`src/core/proto_cfg_defs.svh`:
```
// Register map, reset values and field positions of the protocol select bank.
// Assumes inclusion by bare name from the design files of this block.
`ifndef PROTO_CFG_DEFS_SVH
`define PROTO_CFG_DEFS_SVH

// Register addresses on the register port
`define PSC_ADDR          5'h01
`define TXO_ADDR          5'h02

// Reset values
`define PSC_RESET         8'h02
`define TXO_RESET         8'h00
`define RDATA_IDLE        8'h00

// Protocol select fields
`define PSC_NO_RX_CRC     7
`define PSC_DIRECT_TYPE   6
`define PSC_TAG_MODE      5
`define PSC_CODE_MSB      4
`define PSC_CODE_LSB      0

// Protocol code groups (upper two bits for vicinity, upper three for type A and B) and card codes
`define CODE_GRP_15693    2'h0
`define CODE_GRP_ISO_A    3'h2
`define CODE_GRP_ISO_B    3'h3
`define CODE_CARD_212     5'h1a
`define CODE_CARD_424     5'h1b
`define RATE_212          2'h1
`define RATE_424          2'h2
`define RATE_106          2'h0

// Transmit options fields
`define TXO_GUARD_MSB     7
`define TXO_GUARD_LSB     5
`define TXO_EOF_LOW       4
`define TXO_SOF_HIGH      3
`define TXO_SOF_LOW       2
`define TXO_GUARD_LAST    1
`define GUARD_NONE        3'h0

// Marker phase lengths in elementary time units
`define ETU_LOW_SHORT     4'ha
`define ETU_LOW_LONG      4'hb
`define ETU_HIGH_SHORT    2'h2
`define ETU_HIGH_LONG     2'h3

`endif

```
`src/core/proto_cfg_pkg.sv`:
```
// Types shared by the protocol select bank and its code decoder.
// Assumes nothing beyond a SystemVerilog compiler.
package proto_cfg_pkg;

  // Air protocol family, one-hot
  typedef enum logic [4:0] {
    FAM_VICINITY = 5'b00001,
    FAM_ISO_A    = 5'b00010,
    FAM_ISO_B    = 5'b00100,
    FAM_CARD     = 5'b01000,
    FAM_RSVD     = 5'b10000
  } protocol_family_t;

endpackage : proto_cfg_pkg

```
`src/core/protocol_select_config.sv`:
```
// Protocol select and type B transmit framing register bank.
// Assumes register port strobes come from logic on clock_i; enable is an
// asynchronous pin and is synchronised here.
`timescale 1ns/100ps
`default_nettype none
`include "proto_cfg_defs.svh"

// Overview of operation
// - Protocol select presets to 0x02 while enable low or power-on reset.
// - Bit 7 set means replies carry no CRC; clear means CRC expected.
// - No-CRC setting takes effect only for type A and vicinity protocols.
// - Bit 6 picks direct mode 1 (custom framing) over mode 0 (raw).
// - Bits 4 to 0 select air protocol and receive bit rate.
// - Codes 0-7 are vicinity; bit 0 picks 1-of-256, bit 1 high rate.
// - Code bit 2 within vicinity codes selects the double subcarrier.
// - Codes 8-11 are type A at 106, 212, 424, 848 kbps.
// - Codes 12-15 are type B at 106, 212, 424, 848 kbps.
// - Transmit options reset to zero on power-on reset or enable low.
// - Bits 7 to 5 give extra guard time units between type B characters.
// - Bit 4 sets end marker low phase to 11 units, else 10.
// - Bit 3 sets start marker high phase to 3 units, else 2.
// - Bit 2 sets start marker low phase to 11 units, else 10.
// - Bit 1 keeps guard time after last byte; clear omits it.
// - Framing and guard settings apply only to type B transmission.
// - Each protocol select write returns rate/parity and timer-high registers to presets.
module protocol_select_config (
  // Clock and power-on reset
  input  wire logic       clock_i,
  input  wire logic       rst_i,
  // Enable pin, asynchronous
  input  wire logic       enable_i,
  // Register port
  input  wire logic [4:0] reg_addr_i,
  input  wire logic [7:0] reg_wdata_i,
  input  wire logic       reg_wr_i,
  input  wire logic       reg_rd_i,
  output logic [7:0]      reg_rdata_o,
  // Receive configuration
  output logic [4:0]      family_o,
  output logic [1:0]      rx_rate_o,
  output logic            high_rate_o,
  output logic            double_sc_o,
  output logic            coding_256_o,
  output logic            crc_omit_o,
  output logic            direct_mode1_o,
  // Type B transmit framing
  output logic [2:0]      guard_time_count_o,
  output logic [3:0]      frame_end_low_length_o,
  output logic [1:0]      frame_start_high_length_o,
  output logic [3:0]      frame_start_low_length_o,
  output logic            guard_after_last_o,
  // Preset pulse for neighbouring option registers
  output logic            proto_write_o
);

  // Marker length pick, shared by both low phases
  function automatic logic [3:0] low_len(input logic long_sel);
    low_len = long_sel ? `ETU_LOW_LONG : `ETU_LOW_SHORT;
  endfunction : low_len

  logic [7:0]                       psc_r;
  logic [7:1]                       txo_r;
  logic                             en_s1_r;
  logic                             en_s2_r;
  logic                             en_s3_r;
  logic                             en_ok_r;
  logic                             wr_psc;
  logic                             wr_txo;
  logic                             crc_applies;
  logic                             is_type_b;
  proto_cfg_pkg::protocol_family_t  fam;
  logic [1:0]                       dec_rate;
  logic                             dec_high;
  logic                             dec_dsc;
  logic                             dec_256;

  // Enable pin synchroniser; a level counts once stages two and three agree
  always_ff @(posedge clock_i or posedge rst_i) begin
    if (rst_i) begin
      en_s1_r <= 1'b0;
      en_s2_r <= 1'b0;
      en_s3_r <= 1'b0;
      en_ok_r <= 1'b0;
    end else begin
      en_s1_r <= enable_i;
      en_s2_r <= en_s1_r;
      en_s3_r <= en_s2_r;
      if (en_s2_r == en_s3_r) begin
        en_ok_r <= en_s3_r;
      end
    end
  end

  // Writes while disabled are dropped; the bank is held at preset then
  assign wr_psc = reg_wr_i && en_ok_r && (reg_addr_i == `PSC_ADDR);
  assign wr_txo = reg_wr_i && en_ok_r && (reg_addr_i == `TXO_ADDR);

  // Protocol select register; bit 5 stored as written, no hardware effect
  always_ff @(posedge clock_i or posedge rst_i) begin
    if (rst_i) begin
      psc_r <= `PSC_RESET;
    end else if (!en_ok_r) begin
      psc_r <= `PSC_RESET;
    end else if (wr_psc) begin
      psc_r <= reg_wdata_i;
    end
  end

  // Transmit options register; bit 0 has no storage
  always_ff @(posedge clock_i or posedge rst_i) begin
    if (rst_i) begin
      txo_r <= 7'(`TXO_RESET >> 1);
    end else if (!en_ok_r) begin
      txo_r <= 7'(`TXO_RESET >> 1);
    end else if (wr_txo) begin
      txo_r <= reg_wdata_i[7:1];
    end
  end

  // One-cycle preset pulse per protocol select write
  always_ff @(posedge clock_i or posedge rst_i) begin
    if (rst_i) begin
      proto_write_o <= 1'b0;
    end else begin
      proto_write_o <= wr_psc;
    end
  end

  // Read data, one cycle after the strobe; unmapped reads give zero
  always_ff @(posedge clock_i or posedge rst_i) begin
    if (rst_i) begin
      reg_rdata_o <= `RDATA_IDLE;
    end else if (reg_rd_i && reg_addr_i == `PSC_ADDR) begin
      reg_rdata_o <= psc_r;
    end else if (reg_rd_i && reg_addr_i == `TXO_ADDR) begin
      reg_rdata_o <= {txo_r, 1'b0};
    end else if (reg_rd_i) begin
      reg_rdata_o <= `RDATA_IDLE;
    end
  end

  protocol_code_decode u_decode (
    .code_i       (psc_r[`PSC_CODE_MSB:`PSC_CODE_LSB]),
    .family_o     (fam),
    .rx_rate_o    (dec_rate),
    .high_rate_o  (dec_high),
    .double_sc_o  (dec_dsc),
    .coding_256_o (dec_256)
  );

  // CRC omission only for type A and vicinity
  assign crc_applies = (fam == proto_cfg_pkg::FAM_ISO_A) || (fam == proto_cfg_pkg::FAM_VICINITY);
  assign is_type_b   = (fam == proto_cfg_pkg::FAM_ISO_B);

  // Receive side outputs, registered so the top drives only flops
  always_ff @(posedge clock_i or posedge rst_i) begin
    if (rst_i) begin
      family_o       <= proto_cfg_pkg::FAM_VICINITY;
      rx_rate_o      <= `RATE_106;
      high_rate_o    <= 1'b1;
      double_sc_o    <= 1'b0;
      coding_256_o   <= 1'b0;
      crc_omit_o     <= 1'b0;
      direct_mode1_o <= 1'b0;
    end else begin
      family_o       <= fam;
      rx_rate_o      <= dec_rate;
      high_rate_o    <= dec_high;
      double_sc_o    <= dec_dsc;
      coding_256_o   <= dec_256;
      // Decoder told whether a CRC follows
      crc_omit_o     <= psc_r[`PSC_NO_RX_CRC] && crc_applies;
      direct_mode1_o <= psc_r[`PSC_DIRECT_TYPE];
    end
  end

  // Type B framing; other protocols see the short defaults and no guard
  always_ff @(posedge clock_i or posedge rst_i) begin
    if (rst_i) begin
      guard_time_count_o        <= `GUARD_NONE;
      frame_end_low_length_o    <= `ETU_LOW_SHORT;
      frame_start_high_length_o <= `ETU_HIGH_SHORT;
      frame_start_low_length_o  <= `ETU_LOW_SHORT;
      guard_after_last_o        <= 1'b0;
    end else if (is_type_b) begin
      // Settings applied for type B only
      guard_time_count_o        <= txo_r[`TXO_GUARD_MSB:`TXO_GUARD_LSB];
      frame_end_low_length_o    <= low_len(txo_r[`TXO_EOF_LOW]);
      frame_start_high_length_o <= txo_r[`TXO_SOF_HIGH] ? `ETU_HIGH_LONG : `ETU_HIGH_SHORT;
      frame_start_low_length_o  <= low_len(txo_r[`TXO_SOF_LOW]);
      guard_after_last_o        <= txo_r[`TXO_GUARD_LAST];
    end else begin
      guard_time_count_o        <= `GUARD_NONE;
      frame_end_low_length_o    <= `ETU_LOW_SHORT;
      frame_start_high_length_o <= `ETU_HIGH_SHORT;
      frame_start_low_length_o  <= `ETU_LOW_SHORT;
      guard_after_last_o        <= 1'b0;
    end
  end
endmodule : protocol_select_config
`default_nettype wire

```
`src/core/protocol_code_decode.sv`:
```
// Decoder of the five-bit protocol code into family and rate fields.
// Assumes a stable code from the register bank; purely combinational.
`timescale 1ns/100ps
`default_nettype none
`include "proto_cfg_defs.svh"

module protocol_code_decode (
  // Code in
  input  wire logic [4:0]                    code_i,
  // Decoded fields
  output var  proto_cfg_pkg::protocol_family_t family_o,
  output logic [1:0]                         rx_rate_o,
  output logic                               high_rate_o,
  output logic                               double_sc_o,
  output logic                               coding_256_o
);

  // Code groups; unlisted codes fall to reserved
  always_comb begin
    family_o     = proto_cfg_pkg::FAM_RSVD;
    rx_rate_o    = `RATE_106;
    high_rate_o  = 1'b0;
    double_sc_o  = 1'b0;
    coding_256_o = 1'b0;
    if (code_i[4:3] == `CODE_GRP_15693) begin
      family_o     = proto_cfg_pkg::FAM_VICINITY;
      coding_256_o = code_i[0];
      high_rate_o  = code_i[1];
      double_sc_o  = code_i[2];
    end else if (code_i[4:2] == `CODE_GRP_ISO_A) begin
      family_o  = proto_cfg_pkg::FAM_ISO_A;
      rx_rate_o = code_i[1:0];
    end else if (code_i[4:2] == `CODE_GRP_ISO_B) begin
      family_o  = proto_cfg_pkg::FAM_ISO_B;
      rx_rate_o = code_i[1:0];
    end else if (code_i == `CODE_CARD_212) begin
      family_o  = proto_cfg_pkg::FAM_CARD;
      rx_rate_o = `RATE_212;
    end else if (code_i == `CODE_CARD_424) begin
      family_o  = proto_cfg_pkg::FAM_CARD;
      rx_rate_o = `RATE_424;
    end
  end

endmodule : protocol_code_decode
`default_nettype wire

```
`config.mk`:
```
export PLATFORM = sky130hd
export DESIGN_NAME = protocol_select_config
export DESIGN_NICKNAME = d
export VERILOG_FILES = /design/src/core/proto_cfg_pkg.sv /design/src/core/protocol_select_config.sv /design/src/core/protocol_code_decode.sv
export VERILOG_INCLUDE_DIRS = /design/src /design/src/core
export SDC_FILE = /design/constraint.sdc
export NUM_CORES = 1
export LEC_CHECK = 0
export ABC_AREA = 1
export BUFFER_PORTS_ARGS = -buffer_cell sky130_fd_sc_hd__buf_2
export CAP_MARGIN = 10
export CORE_ASPECT_RATIO = 0.5
export CORE_MARGIN = 10
export CORE_UTILIZATION = 30
export DETAILED_ROUTE_END_ITERATION = 16
export HOLD_SLACK_MARGIN = 0.08
export MAX_ROUTING_LAYER = met4
export PLACE_DENSITY_LB_ADDON = 0.12
export SETUP_SLACK_MARGIN = 0.15
export SYNTH_ARGS = -nofsm -noshare
export SYNTH_HDL_FRONTEND = slang
export SYNTH_SLANG_ARGS = --single-unit
```
`constraint.sdc`:
```
create_clock -name clock_i -period 2.1 [get_ports clock_i]
set_input_delay 0.525 -clock clock_i [delete_from_list [all_inputs] [get_ports clock_i]]
set_output_delay 0.525 -clock clock_i [all_outputs]
set_load 0.01 [all_outputs]
```
==> results_dict.tcl <==
set metrics [dict create \
    slew_headroom_pct 61.3 \
    status "completed" \
    powerDensity_nw_per_um2 755 \
    grt_pass1_wl_mm 7.93 \
    port_buffers 45 \
    die_w_um 135 \
    die_height_um 77.3 \
    postCtsResizedCells 0 \
    cts_tree "yes" \
    place_area_sq_um 2240 \
    yosysTopAreaCellShare_pct 55.9 \
    tightest_slew_ps 580 \
    synth_area_sq_um 1970 \
    max_freq_mhz 700 \
    multi_input_area_sq_um 606 \
    drtIter0Drc 104 \
    hold_path_class "in2reg" \
    wl_per_cell_um 14.4 \
    crit_type "reg2out" \
    vias 1477 \
    synth_top_area_cell "dfrtp_1" \
    gp_congestion 0.755 \
    ys_types 23 \
    arrival_ps 900 \
    dieArea_sq_um 10400 \
    cts_setup_buffers 0 \
    grt_overflow 0 \
    io_pins 53 \
    cpMaxStageDelayCell "dfstp_2" \
    setup_violations 0 \
    vias_per_cell 4.50 \
    regArea_sq_um 1180 \
    end_kind "output port" \
    worst_slack_ps 671 \
    dp_hpwl_mm 3.48 \
    dp_slack_ps 585 \
    fin_nets 257 \
    min_period_ps 1430 \
    antenna_found_initial 0 \
    critPathMaxFanout 1 \
    postCtsHoldBufs 0 \
    layout_common_cells "buf_2 (45), dfrtp_1 (44), nand4_1 (29)" \
    ys_warn_count 0 \
    start_util_pct 31.7 \
    syn_avg_cell_area_sq_um 10.1 \
    antenna_left 0 \
    grt_usage_pct 9.58 \
    rows 20 \
    final_area_sq_um 2370 \
    grt_pass1_vias 1575 \
    yosys-top-cells-area "dfrtp_1 (56%), nand4_1 (9.2%), nand3_1 (6.1%)" \
    ir_worst_vdd_mv 0.271 \
    rsz0062_at_grt "false" \
    synth_seq_cells 47 \
    drc_errors 0 \
    path_cells "buf_2" \
    clk_latency_ps 280 \
    grt_max_degree 48 \
    ys_seq_area_share_pct 59.9 \
    syn2layout_area_growth_pct 20.6 \
    cts.path.max_buffers 2 \
    cts_htree_levels 2 \
    skew_ps 3.64 \
    clock-root-buffer "clkbuf_16" \
    layout_commonest_cell "buf_2" \
    drive_above_1_share_pct 28.7 \
    leakage_nw 1.27 \
    period_share_pct 68.0 \
    cts_sinks 47 \
    num_antenna_cells 0 \
    slowest_delay_ps 510 \
    coreArea_sq_um 6210 \
    path_clk_slew_ps 60 \
    firstDrtPassIters 4 \
    routed_wl_mm 4.74 \
    cp_num_buf_inv 1 \
    maxSlewViolCount 0 \
    critPathRequiredTime_ps 1570 \
    maxCapViolations 0 \
    cts_buffers 5 \
    fillers 674 \
    hold_violations 0 \
    synthCells 194 \
    critical_path.top_delay_family "flip-flops" \
    fin_setup_tns_ps 0 \
    cp-start-kind "flop" \
]
[worst paths after layout]
check	start	end	slack (ps)	cells past startpoint
max in group asynchronous	rst_i	proto_write_o$_DFF_PP0_	1330	3
min reg2reg	en_s1_r$_DFF_PP0_	en_s2_r$_DFF_PP0_	350	0
max reg2reg	psc_r[4]$_DFFE_PP0P_	guard_time_count_o[1]$_DFF_PP0_	920	3
min in group asynchronous	rst_i	family_o[2]$_DFF_PP0_	390	3
min	enable_i	en_s1_r$_DFF_PP0_	350	1
max	high_rate_o$_DFF_PP1_	high_rate_o	670	1
[registers in the layout, indices dropped and copies added (netlist names), 2 cells and up]
signal	flops
rx_rate_o	2
guard_time_count_o	3
reg_rdata_o	8
family_o	5
psc_r	8
txo_r	7
[synth_stat cells]
| cell | n |
|---|---|
| a21oi_1 | 2 |
| buf_2 | 2 |
| buf_4 | 11 |
| buf_6 | 2 |
| clkbuf_1 | 1 |
| clkbuf_2 | 1 |
| conb_1 | 2 |
| dfrtp_1 | 44 |
| dfstp_2 | 3 |
| inv_1 | 19 |
| inv_4 | 1 |
| maj3_1 | 1 |
| nand2_1 | 27 |
| nand2_2 | 2 |
| nand3_1 | 24 |
| nand3_2 | 1 |
| nand3_4 | 1 |
| nand4_1 | 29 |
| nor2_1 | 15 |
| nor2_4 | 3 |
| nor3_4 | 1 |
| o21ai_0 | 1 |
| o21ai_1 | 1 |
[power breakdown]
group,internal (mW),total [mW],leakage [nW],switching (mW)
logic,0.0295,0.114,0.567,0.0844
clock network,0.440,0.757,0.0679,0.317
registers,0.916,0.922,0.637,0.00604
total,1.39,1.79,1.27,0.407
[worst register-to-register path: cells and delay by family, from the launching register on]
kind                   cells  cell delay [ps]
buffers and inverters      1              190
and+or+nand+nor            2              470
DFF                        1              460
[per-layer routing]
metal	track usage (%)	part of all wire [%]	vias to the layer above
li1	-	-	723
met2	14.4	44	37
met4	2.92	1.1	0
met1	11.8	48	710
met3	3.32	6.2	7
met5	-	0	-
[area by class of cell]
class	instances	share of cell area, %
sequential	47	49.7
multi-input combinational	115	25.5
timing repair buffer	50	11.1
clock buffer	7	5.59
tap	88	4.64
inverter	20	3.27
clock inverter	1	0.211
[cells by family after synthesis]
logic type,Yosys count,synth area share (%)
buffers and inverters,37,10.2
other,2,0.382
AND/OR/NAND/NOR,103,27.9
adder cells (fa/ha/maj),1,0.509
AO/OA/AOI/OAI,4,1.02
flip-flops,47,59.9
[stage by stage]
step | hold slack, ps | util, % | power, mW | std cells
final | 347 | 38.2 | 1.79 | 328
after CTS | 344 | 38.2 | 1.81 | 328
after floorplan | 331 | - | 1.03 | 199
after global placement | 338 | 36.0 | 1.05 | 320
after global routing | 348 | 38.2 | 1.85 | 328
after detailed placement | 339 | 36.0 | 1.06 | 320
Power figures use the tool's default switching activity.
